$ cat config.mk
export PLATFORM = sky130hd
export DESIGN_NAME = hpss_host_port
export DESIGN_NICKNAME = d
export VERILOG_FILES = /design/src/hw/hpss_pkg.sv /design/src/hw/hpss_sync2.sv /design/src/hw/hpss_host_port.sv
export VERILOG_INCLUDE_DIRS = /design/src /design/src/hw
export SDC_FILE = /design/constraint.sdc
export NUM_CORES = 1
export LEC_CHECK = 0
export CAP_MARGIN = 10
export CORE_UTILIZATION = 56
export CTS_CLUSTER_DIAMETER = 50
export DETAILED_ROUTE_END_ITERATION = 10
export DONT_BUFFER_PORTS = 1
export PLACE_DENSITY = 0.71
export SETUP_SLACK_MARGIN = 0.4
export SLEW_MARGIN = 20
export SYNTH_ARGS = -nofsm -noshare
export SYNTH_HDL_FRONTEND = slang
export SYNTH_SLANG_ARGS = --single-unit
$ cat constraint.sdc
create_clock -name core_clk -period 2.1 [get_ports core_clk]
set_input_delay 0.21 -clock core_clk [delete_from_list [all_inputs] [get_ports core_clk]]
set_output_delay 0.21 -clock core_clk [all_outputs]
set_load 0.05 [all_outputs]
$ cat src/hw/hpss_defs.svh
// Constants for the host port status synchroniser: register selects, timing counts.
// Assumes inclusion from the package, from design modules and from the bench.
`ifndef HPSS_DEFS_SVH
`define HPSS_DEFS_SVH

// ****************************************************************
// Host register selects (three address lines)
// ****************************************************************
`define HPSS_SEL_CTRL 3'h0
`define HPSS_SEL_CMD 3'h1
`define HPSS_SEL_STAT 3'h2
`define HPSS_SEL_HIGH 3'h5
`define HPSS_SEL_MID 3'h6
`define HPSS_SEL_LOW 3'h7

// ****************************************************************
// Field positions and reset values
// ****************************************************************
`define HPSS_VEC_W 5
`define HPSS_VEC_RESET 5'h00
`define HPSS_STAT_CMD 7
`define HPSS_STAT_DMA 6
`define HPSS_STAT_FB 4
`define HPSS_STAT_FA 3
`define HPSS_STAT_TRANSMITTER_READY_FLAG 2
`define HPSS_STAT_TXE 1
`define HPSS_STAT_RXF 0

// ****************************************************************
// Timing: extra cycles before the request line returns
// ****************************************************************
`define HPSS_CLK_PERIOD_NS 50
`define HPSS_REQ_GAP_NS 50
`define HPSS_REQ_GAP_CYC ((`HPSS_REQ_GAP_NS + `HPSS_CLK_PERIOD_NS - 1) / `HPSS_CLK_PERIOD_NS)

`endif

$ cat src/hw/hpss_pkg.sv
// Types of the host port status synchroniser.
// Assumes hpss_defs.svh on the include path.
`include "hpss_defs.svh"
package hpss_pkg;
    typedef logic [23:0] hpss_word_t;
    typedef logic [7:0] hpss_byte_t;
    typedef enum logic [1:0]
    {
        HPSS_IDLE = 2'b00,
        HPSS_BUSY = 2'b01,
        HPSS_GAP = 2'b10
    } hpss_strobe_e;
endpackage

$ cat src/hw/hpss_sync2.sv
// Two-flop level synchroniser, one instance per host-side flag or mode bit (vector and word bits have none).
// Assumes the input is asynchronous to core_clk.
`timescale 1ns/100ps
`default_nettype none
module hpss_sync2
(
    // Clock and reset
    input wire logic core_clk,
    input wire logic reset,
    // Level in and out
    input wire logic asyncIn,
    output logic syncOut
);
    logic stage1_reg;
    logic stage2_reg;

    // First stage feeds only the second stage
    always_ff @(posedge core_clk)
    begin
        if (reset)
        begin
            stage1_reg <= 1'b0;
            stage2_reg <= 1'b0;
        end
        else
        begin
            stage1_reg <= asyncIn;
            stage2_reg <= stage1_reg;
        end
    end
    assign syncOut = stage2_reg;
endmodule
`default_nettype wire

$ cat src/hw/hpss_host_port.sv
// Byte-wide host port: host strobe side, status flags, word assembly.
// Assumes host pins are synchronous to core_clk (pre-synchronised upstream),
// and that the device core reads the synchronised status outputs.
`timescale 1ns/100ps
`default_nettype none
`include "hpss_defs.svh"
module hpss_host_port
    import hpss_pkg::*;
(
    // Clock and reset
    input wire logic core_clk,
    input wire logic reset,
    // Host pins (enable active low)
    input wire logic hostEnableStrobe_n,
    input wire logic hostReadWrite,
    input wire logic [2:0] hostSelect,
    input wire logic [7:0] hostDataIn,
    output logic [7:0] hostDataOut,
    output logic hostDataOe_n,
    output logic hostRequestLine_n,
    // Host-side controls
    input wire logic dmaMode,
    // Device core side
    input wire logic [23:0] txWordIn,
    input wire logic txWordLoad,
    input wire logic rxWordTake,
    input wire logic devToHostFlagA,
    input wire logic devToHostFlagB,
    output logic [23:0] deviceSideReceiveWord,
    output logic deviceTransmitEmptyFlag,
    output logic deviceReceiveFullFlag,
    output logic commandPendingFlag,
    output logic [4:0] hostVectorBits,
    output logic hostToDevFlagASync,
    output logic hostToDevFlagBSync,
    output logic hostToDevPairValid,
    output logic [1:0] hostToDevPair,
    output logic dmaModeSync
);
    // ****************************************************************
    // Strobe edge tracking
    // ****************************************************************
    hpss_strobe_e strobeState_reg;
    hpss_strobe_e strobeState_next;
    logic accessStart;
    logic accessEnd;
    logic isWrite;
    logic lowByteAccess;

    // One update per strobe
    // Actions fire only on the assert edge and a full release
    assign accessStart = (strobeState_reg == HPSS_IDLE) && !hostEnableStrobe_n;
    assign accessEnd = (strobeState_reg == HPSS_BUSY) && hostEnableStrobe_n;
    assign isWrite = !hostReadWrite;
    assign lowByteAccess = accessStart && (hostSelect == `HPSS_SEL_LOW);

    // Strobe state decode
    always_comb
    begin
        case (strobeState_reg)
            HPSS_IDLE: strobeState_next = hostEnableStrobe_n ? HPSS_IDLE : HPSS_BUSY;
            HPSS_BUSY: strobeState_next = hostEnableStrobe_n ? HPSS_GAP : HPSS_BUSY;
            HPSS_GAP: strobeState_next = HPSS_IDLE;
            default: strobeState_next = HPSS_IDLE;
        endcase
    end

    always_ff @(posedge core_clk)
    begin
        if (reset)
            strobeState_reg <= HPSS_IDLE;
        else
            strobeState_reg <= strobeState_next;
    end

    // ****************************************************************
    // Byte registers and flags
    // ****************************************************************
    logic [7:0] txHigh_reg, txMid_reg;
    logic [23:0] rxByteWord_reg;
    logic [23:0] hrxWord_reg;
    logic transmitEmptyFlag_reg;
    logic receiveFullFlag_reg;
    logic hrxFull_reg;
    logic hostCmdBit_reg;
    logic [4:0] hostVec_reg;
    logic flagA_reg, flagB_reg;
    logic [7:0] dataOut_reg;
    logic lowWrite;
    logic lowRead;
    logic hostCmdTaken;

    assign lowWrite = lowByteAccess && isWrite && transmitEmptyFlag_reg;
    assign lowRead = lowByteAccess && !isWrite;
    assign hostCmdTaken = hostCmdBit_reg && !dmaMode;

    // Word assembly from three host bytes
    always_ff @(posedge core_clk)
    begin
        if (reset)
        begin
            txHigh_reg <= 8'h00;
            txMid_reg <= 8'h00;
            hrxWord_reg <= 24'h00_0000;
            hrxFull_reg <= 1'b0;
        end
        else
        begin
            if (accessStart && isWrite && hostSelect == `HPSS_SEL_HIGH)
                txHigh_reg <= hostDataIn;
            if (accessStart && isWrite && hostSelect == `HPSS_SEL_MID)
                txMid_reg <= hostDataIn;
            if (lowWrite)
            begin
                hrxWord_reg <= {txHigh_reg, txMid_reg, hostDataIn};
                hrxFull_reg <= 1'b1;
            end
            else if (rxWordTake)
                hrxFull_reg <= 1'b0;
        end
    end

    // Empty and full flags; clear wins over set for empty, set wins over clear for full
    always_ff @(posedge core_clk)
    begin
        if (reset)
        begin
            transmitEmptyFlag_reg <= 1'b1;
            receiveFullFlag_reg <= 1'b0;
            rxByteWord_reg <= 24'h00_0000;
        end
        else
        begin
            if (lowWrite)
                transmitEmptyFlag_reg <= 1'b0;
            else if (!hrxFull_reg)
                transmitEmptyFlag_reg <= 1'b1;
            if (txWordLoad)
            begin
                receiveFullFlag_reg <= 1'b1;
                rxByteWord_reg <= txWordIn;
            end
            else if (lowRead)
                receiveFullFlag_reg <= 1'b0;
        end
    end

    // Command, vector and host flags written over the control selects
    always_ff @(posedge core_clk)
    begin
        if (reset)
        begin
            hostCmdBit_reg <= 1'b0;
            hostVec_reg <= `HPSS_VEC_RESET;
            flagA_reg <= 1'b0;
            flagB_reg <= 1'b0;
        end
        else if (accessStart && isWrite && hostSelect == `HPSS_SEL_CMD)
        begin
            // Clearing the command cancels a pending request
            hostCmdBit_reg <= hostDataIn[7];
            // Vector only written while no command pending
            if (!hostCmdBit_reg)
                hostVec_reg <= hostDataIn[4:0];
        end
        else if (accessStart && isWrite && hostSelect == `HPSS_SEL_CTRL)
        begin
            flagA_reg <= hostDataIn[3];
            flagB_reg <= hostDataIn[4];
        end
    end

    // ****************************************************************
    // Host read data and request line
    // ****************************************************************
    logic [7:0] statusByte;
    logic [7:0] readMux;
    logic [3:0] reqGap_reg;
    logic reqHold_reg;
    logic reqWant;

    assign statusByte = {hostCmdBit_reg, dmaMode, 1'b0, devToHostFlagB, devToHostFlagA,
                         transmitEmptyFlag_reg && !hrxFull_reg, transmitEmptyFlag_reg,
                         receiveFullFlag_reg};
    assign readMux = (hostSelect == `HPSS_SEL_STAT) ? statusByte :
                     (hostSelect == `HPSS_SEL_HIGH) ? rxByteWord_reg[23:16] :
                     (hostSelect == `HPSS_SEL_MID) ? rxByteWord_reg[15:8] :
                     (hostSelect == `HPSS_SEL_LOW) ? rxByteWord_reg[7:0] : 8'h00;

    // Read byte latched once at strobe start, stable while held
    always_ff @(posedge core_clk)
    begin
        if (reset)
            dataOut_reg <= 8'h00;
        else if (accessStart && !isWrite)
            dataOut_reg <= readMux;
    end
    assign hostDataOut = dataOut_reg;
    assign hostDataOe_n = !(strobeState_reg == HPSS_BUSY && !isWrite);

    // Request drops on low byte, returns after release plus gap
    always_ff @(posedge core_clk)
    begin
        if (reset)
        begin
            reqHold_reg <= 1'b0;
            reqGap_reg <= 4'h0;
        end
        else if (lowByteAccess)
            reqHold_reg <= 1'b1;
        else if (accessEnd && reqHold_reg)
            reqGap_reg <= 4'(`HPSS_REQ_GAP_CYC);
        else if (reqGap_reg != 4'h0)
        begin
            reqGap_reg <= reqGap_reg - 4'h1;
            if (reqGap_reg == 4'h1)
                reqHold_reg <= 1'b0;
        end
    end
    assign reqWant = receiveFullFlag_reg || transmitEmptyFlag_reg;
    assign hostRequestLine_n = !(reqWant && !reqHold_reg);

    // ****************************************************************
    // Crossing of host-side bits into the core
    // ****************************************************************
    logic [4:0] syncIn;
    logic [4:0] syncOut;
    logic [1:0] pairPrev_reg;

    // Each host-side flag or mode bit gets its own synchroniser; hostVec_reg and hrxWord_reg go across unsynchronised
    assign syncIn = {dmaMode, flagB_reg, flagA_reg, hostCmdTaken, hrxFull_reg};
    genvar gi;
    generate
        for (gi = 0; gi < 5; gi = gi + 1)
        begin : g_sync
            hpss_sync2 u_sync
            (
                .core_clk(core_clk),
                .reset(reset),
                .asyncIn(syncIn[gi]),
                .syncOut(syncOut[gi])
            );
        end
    endgenerate
    assign deviceReceiveFullFlag = syncOut[0];
    assign deviceTransmitEmptyFlag = !syncOut[0];
    assign commandPendingFlag = syncOut[1];
    assign hostToDevFlagASync = syncOut[2];
    assign hostToDevFlagBSync = syncOut[3];
    assign dmaModeSync = syncOut[4];
    assign deviceSideReceiveWord = hrxWord_reg;
    assign hostVectorBits = hostVec_reg;

    // Pair accepted only when two samples agree
    always_ff @(posedge core_clk)
    begin
        if (reset)
            pairPrev_reg <= 2'b00;
        else
            pairPrev_reg <= syncOut[3:2];
    end
    assign hostToDevPairValid = (pairPrev_reg == syncOut[3:2]);
    assign hostToDevPair = pairPrev_reg;

    // ****************************************************************
    // Checks
    // ****************************************************************
    // devToHost pair is passed through raw; no coherence claimed
    one_update_a: assert property (@(posedge core_clk) disable iff (reset)
        accessStart |=> !accessStart [*2])
        else $error("strobe start fired twice");
    req_drop_a: assert property (@(posedge core_clk) disable iff (reset)
        lowByteAccess |=> hostRequestLine_n)
        else $error("request not dropped");
    word_load_a: assert property (@(posedge core_clk) disable iff (reset)
        lowWrite |=> hrxFull_reg && !transmitEmptyFlag_reg)
        else $error("low byte write not completing word");
    rx_clear_a: assert property (@(posedge core_clk) disable iff (reset)
        (lowRead && !txWordLoad) |=> !receiveFullFlag_reg)
        else $error("receive full not cleared");
    sync_lat_a: assert property (@(posedge core_clk) disable iff (reset)
        $rose(hrxFull_reg) |-> ##2 deviceReceiveFullFlag)
        else $error("sync latency wrong");
    pair_ok_a: assert property (@(posedge core_clk) disable iff (reset)
        hostToDevPairValid |-> (hostToDevPair == {hostToDevFlagBSync, hostToDevFlagASync}) &&
            (hostToDevPair == $past({hostToDevFlagBSync, hostToDevFlagASync})))
        else $error("pair accepted without agreement");
    read_stable_a: assert property (@(posedge core_clk) disable iff (reset)
        (strobeState_reg == HPSS_BUSY) |=> (strobeState_reg != HPSS_BUSY) || $stable(hostDataOut))
        else $error("read data moved during strobe");
    vec_hold_a: assert property (@(posedge core_clk) disable iff (reset)
        hostCmdBit_reg |=> $stable(hostVec_reg))
        else $error("vector changed while command pending");
    req_back_a: assert property (@(posedge core_clk) disable iff (reset)
        (accessEnd && reqHold_reg) |-> ##1 reqHold_reg ##1 !reqHold_reg)
        else $error("request gap wrong");
    word_c: cover property (@(posedge core_clk) lowWrite ##[1:20] rxWordTake);
    read_c: cover property (@(posedge core_clk) txWordLoad ##[1:20] lowRead);
    cmd_c: cover property (@(posedge core_clk) commandPendingFlag ##[1:20] !commandPendingFlag);
endmodule
`default_nettype wire

==> impl_results.md <==
* Final non-filler cell total at 555
* Total core area at between 6000 and 7000 µm²
* Post-DP HPWL at around 5600 µm
* Endpoint class of the critical path: flip-flop
* Met1 global-route usage at 0.319
* R2R Path End: deviceSideReceiveWord[23]
* Run status: finished, violations left
* Starting Density at 0.578
* Die outline width at ~86 µm
* Max cap viols at 0
* Hold Buf Count CTS at 40
* Failing checks: hold timing
* GR Layer Usage met2 at 0.417
* Fin crit period at about 1.6 ns
* M3 GR Usage at 0.0962
* RSZ-0062 raised after global routing: true
* Worst slew pin tran at 0.668 ns
* Slowest stage cell, crit path: or3_1
* Worst setup margin at 0.456 ns
* CTS tree: built
* Die area at 7320 µm²
* Hold Path Class: input pin to flip-flop
* Final Power at 3.66 mW
* Num Clock Sinks at 102
* Peak supply drop at roughly 0.45 mV
* First-pass GRT wire length at about 14,000 µm
* Hold Path Origin: reset
* Hold worst-path end: deviceSideReceiveWord[18]
* Final instance area at roughly 4600 µm²
* Syn Nets at between 400 and 500
* Sequential area share after synthesis at 0.523
* Fin. Hold Viols at 59
* Fin util at 0.678
* Max FO, Critical Path at 24
* Most common cell after layout, fill and taps aside: dfxtp_1
* Total track usage at 0.255
* Post-route ant nets at 0
* Mapped Cells at 437
* # IOs at slightly above 90
* Vias at 3,097
* WP data required at ~2.4 ns
* Area Growth Syn to Fin at 17.3%
* Yosys warnings at 0
* Avg Synthesized Cell Area at between 8 and 9 µm²
* # placed instances at 498
* Endpoints failing setup at 0
* Busiest grt layer: met2
* Post-synth EDFFs at 0
* Fin Clk Skew at approximately 0.012 ns
* Worst hold slack at -0.0910 ns
* Post-route DRC at 0
* Clk Latency, worst-skew pair at ~0.37 ns
* H-tree Lvls at 3
* Max Transition Viols Final at 0
* Pre-CTS setup slack at approximately 0.24 ns
* Top_reg_cell synth: dfxtp_1
* Largest net degree at the start of global routing at between 100 and 150
* Unique cell type count in the Yosys netlist at 40
* R2R cell count at 5
* Worst-path clk slew at roughly 0.10 ns
* Drt wl/cell at around 16 µm
* CP Launch Type: flip-flop
* Crit-path cells: or3_1 > nor4b_4 > buf_6 > nand2_1 > a21oi_1
* Std cell rows at 30
* Ratio of cells with drive above 1 in the final layout at 0.0800
* LEAKAGE at roughly 1.8 nW
* Final WL at 8720 µm
* Routed vias/inst at about 5.6
* Dpl cell area at roughly 4000 µm²
* Power density over cell area at around 800 nW/µm²
* Slew HR at 0.554
* Vias in the first global route at between 3,000 and 4,000
* Crit Path Class: flip-flop to flip-flop
* Gp weighted congestion at about 0.8
* Final Cycle Share at 0.783
* TritonCTS Buffers at 9
* Reg2reg start: strobeState_reg[1]
* Total grt overflow at 0
* Iteration-0 DRC Markers at between 150 and 200
* CTS Root Cell: clkbuf_8
* Fmax achieved at a little over 0.6 GHz
* Most frequent cells in the layout: dfxtp_1 (100), nand2_1 (89), nor2_1 (49)
* CP arrival at 1.95 ns
* Die height at 85.5 µm
* WHS Path Cells at 1
* Initial antenna violation count at 0
* Setup TNS Final at 0 ns
* Reg2reg setup slack at ~0.46 ns
* DR pass1 iterations at 4
* Post-Syn Area at a little under 4000 µm²
* CTS Buffer Depth at 2
* Fraction of registers with async set/reset at 0
* #FFs+latches synth at just over 100
* Antenna cells at 0
* Max incr delay on CP at about 0.44 ns
* Final #Nets at roughly 520
* Number of port buffers at 0
==> critical path: cells and delay by family (launching register included) <==
family / cells / cell delay, ns
AND/OR/NAND/NOR: 3 / 0.85
AO/OA/AOI/OAI: 1 / 0.12
buffers and inverters: 1 / 0.25
flip-flops: 1 / 0.37
==> cells in the mapped netlist (all sizes together) (3+ instances only) <==
library cell  count  area share
nor4              3       0.010
a21oi            46       0.059
or3               4      0.0064
nand3             5      0.0064
nand2            89       0.085
dfxtp           102        0.52
a32o              4       0.010
o21ai             3      0.0038
clkbuf           22       0.021
xor2              3      0.0067
buf               5      0.0064
inv               4      0.0038
ha                3      0.0096
nand2b            5      0.0080
nor3             14       0.019
mux2i            40        0.10
nor2             49       0.047
nor2b            12       0.019
==> per-layer routing <==
metal | vias up | part of all wire
met5 | - | 0
met4 | 0 | 0.0086
li1 | 1530 | -
met1 | 1470 | 0.44
met3 | 7 | 0.075
met2 | 90 | 0.48
==> what timing repair did <==
| item | in CTS | in global routing |
|---|---|---|
| endpoints found under the setup margin | 15 | 48 |
| endpoints found under the hold margin | 99 | 61 |
| pin swaps | 2 | 3 |
| resized for setup | 2 | 10 |
| buffers inserted | 1 | 0 |
==> logic make-up (layout without fill, tap and decap cells) <==
logic type               after synthesis  in the layout  share of synthesized area
AND/OR/NAND/NOR                      192            192                      0.227
multiplexers                          41             41                      0.105
adder cells (fa/ha/maj)                3              3                    0.00961
AO/OA/AOI/OAI                         64             64                     0.0948
XOR/XNOR                               4              4                    0.00897
flip-flops                           102            102                      0.523
buffers and inverters                 31             69                     0.0314
==> cell type report <==
type,instances,area [µm²]
Sequential cell,102,2040
Timing Repair Buffer,49,475
Clock inverter,7,55.1
Inverter,4,15.0
Multi-Input combinational cell,304,1770
Clock buffer,9,124
Tap cell,80,100
Fill cell,549,2170
==> how the worst max path moves through the flow <==
stage,slack (ns),endpoint,from,depth (start not counted)
after global routing,0.33,deviceSideReceiveWord[22],strobeState_reg[1],5
final,0.46,deviceSideReceiveWord[23],strobeState_reg[1],5
after floorplan,0.41,txMid_reg[7],strobeState_reg[1],6
after detailed placement,0.24,hostVectorBits[4],strobeState_reg[1],4
after global placement,0.33,hostVectorBits[2],strobeState_reg[1],4
after CTS,0.40,hostVectorBits[0],strobeState_reg[0],5
==> report_power, final <==
group | switching (mW) | leakage, nW | internal, mW | total, mW
logic | 0.184 | 0.877 | 0.222 | 0.406
registers | 0.102 | 0.831 | 2.01 | 2.12
clock network | 0.696 | 0.0919 | 0.445 | 1.14
Note: power is estimated with default switching activity, not from simulation.
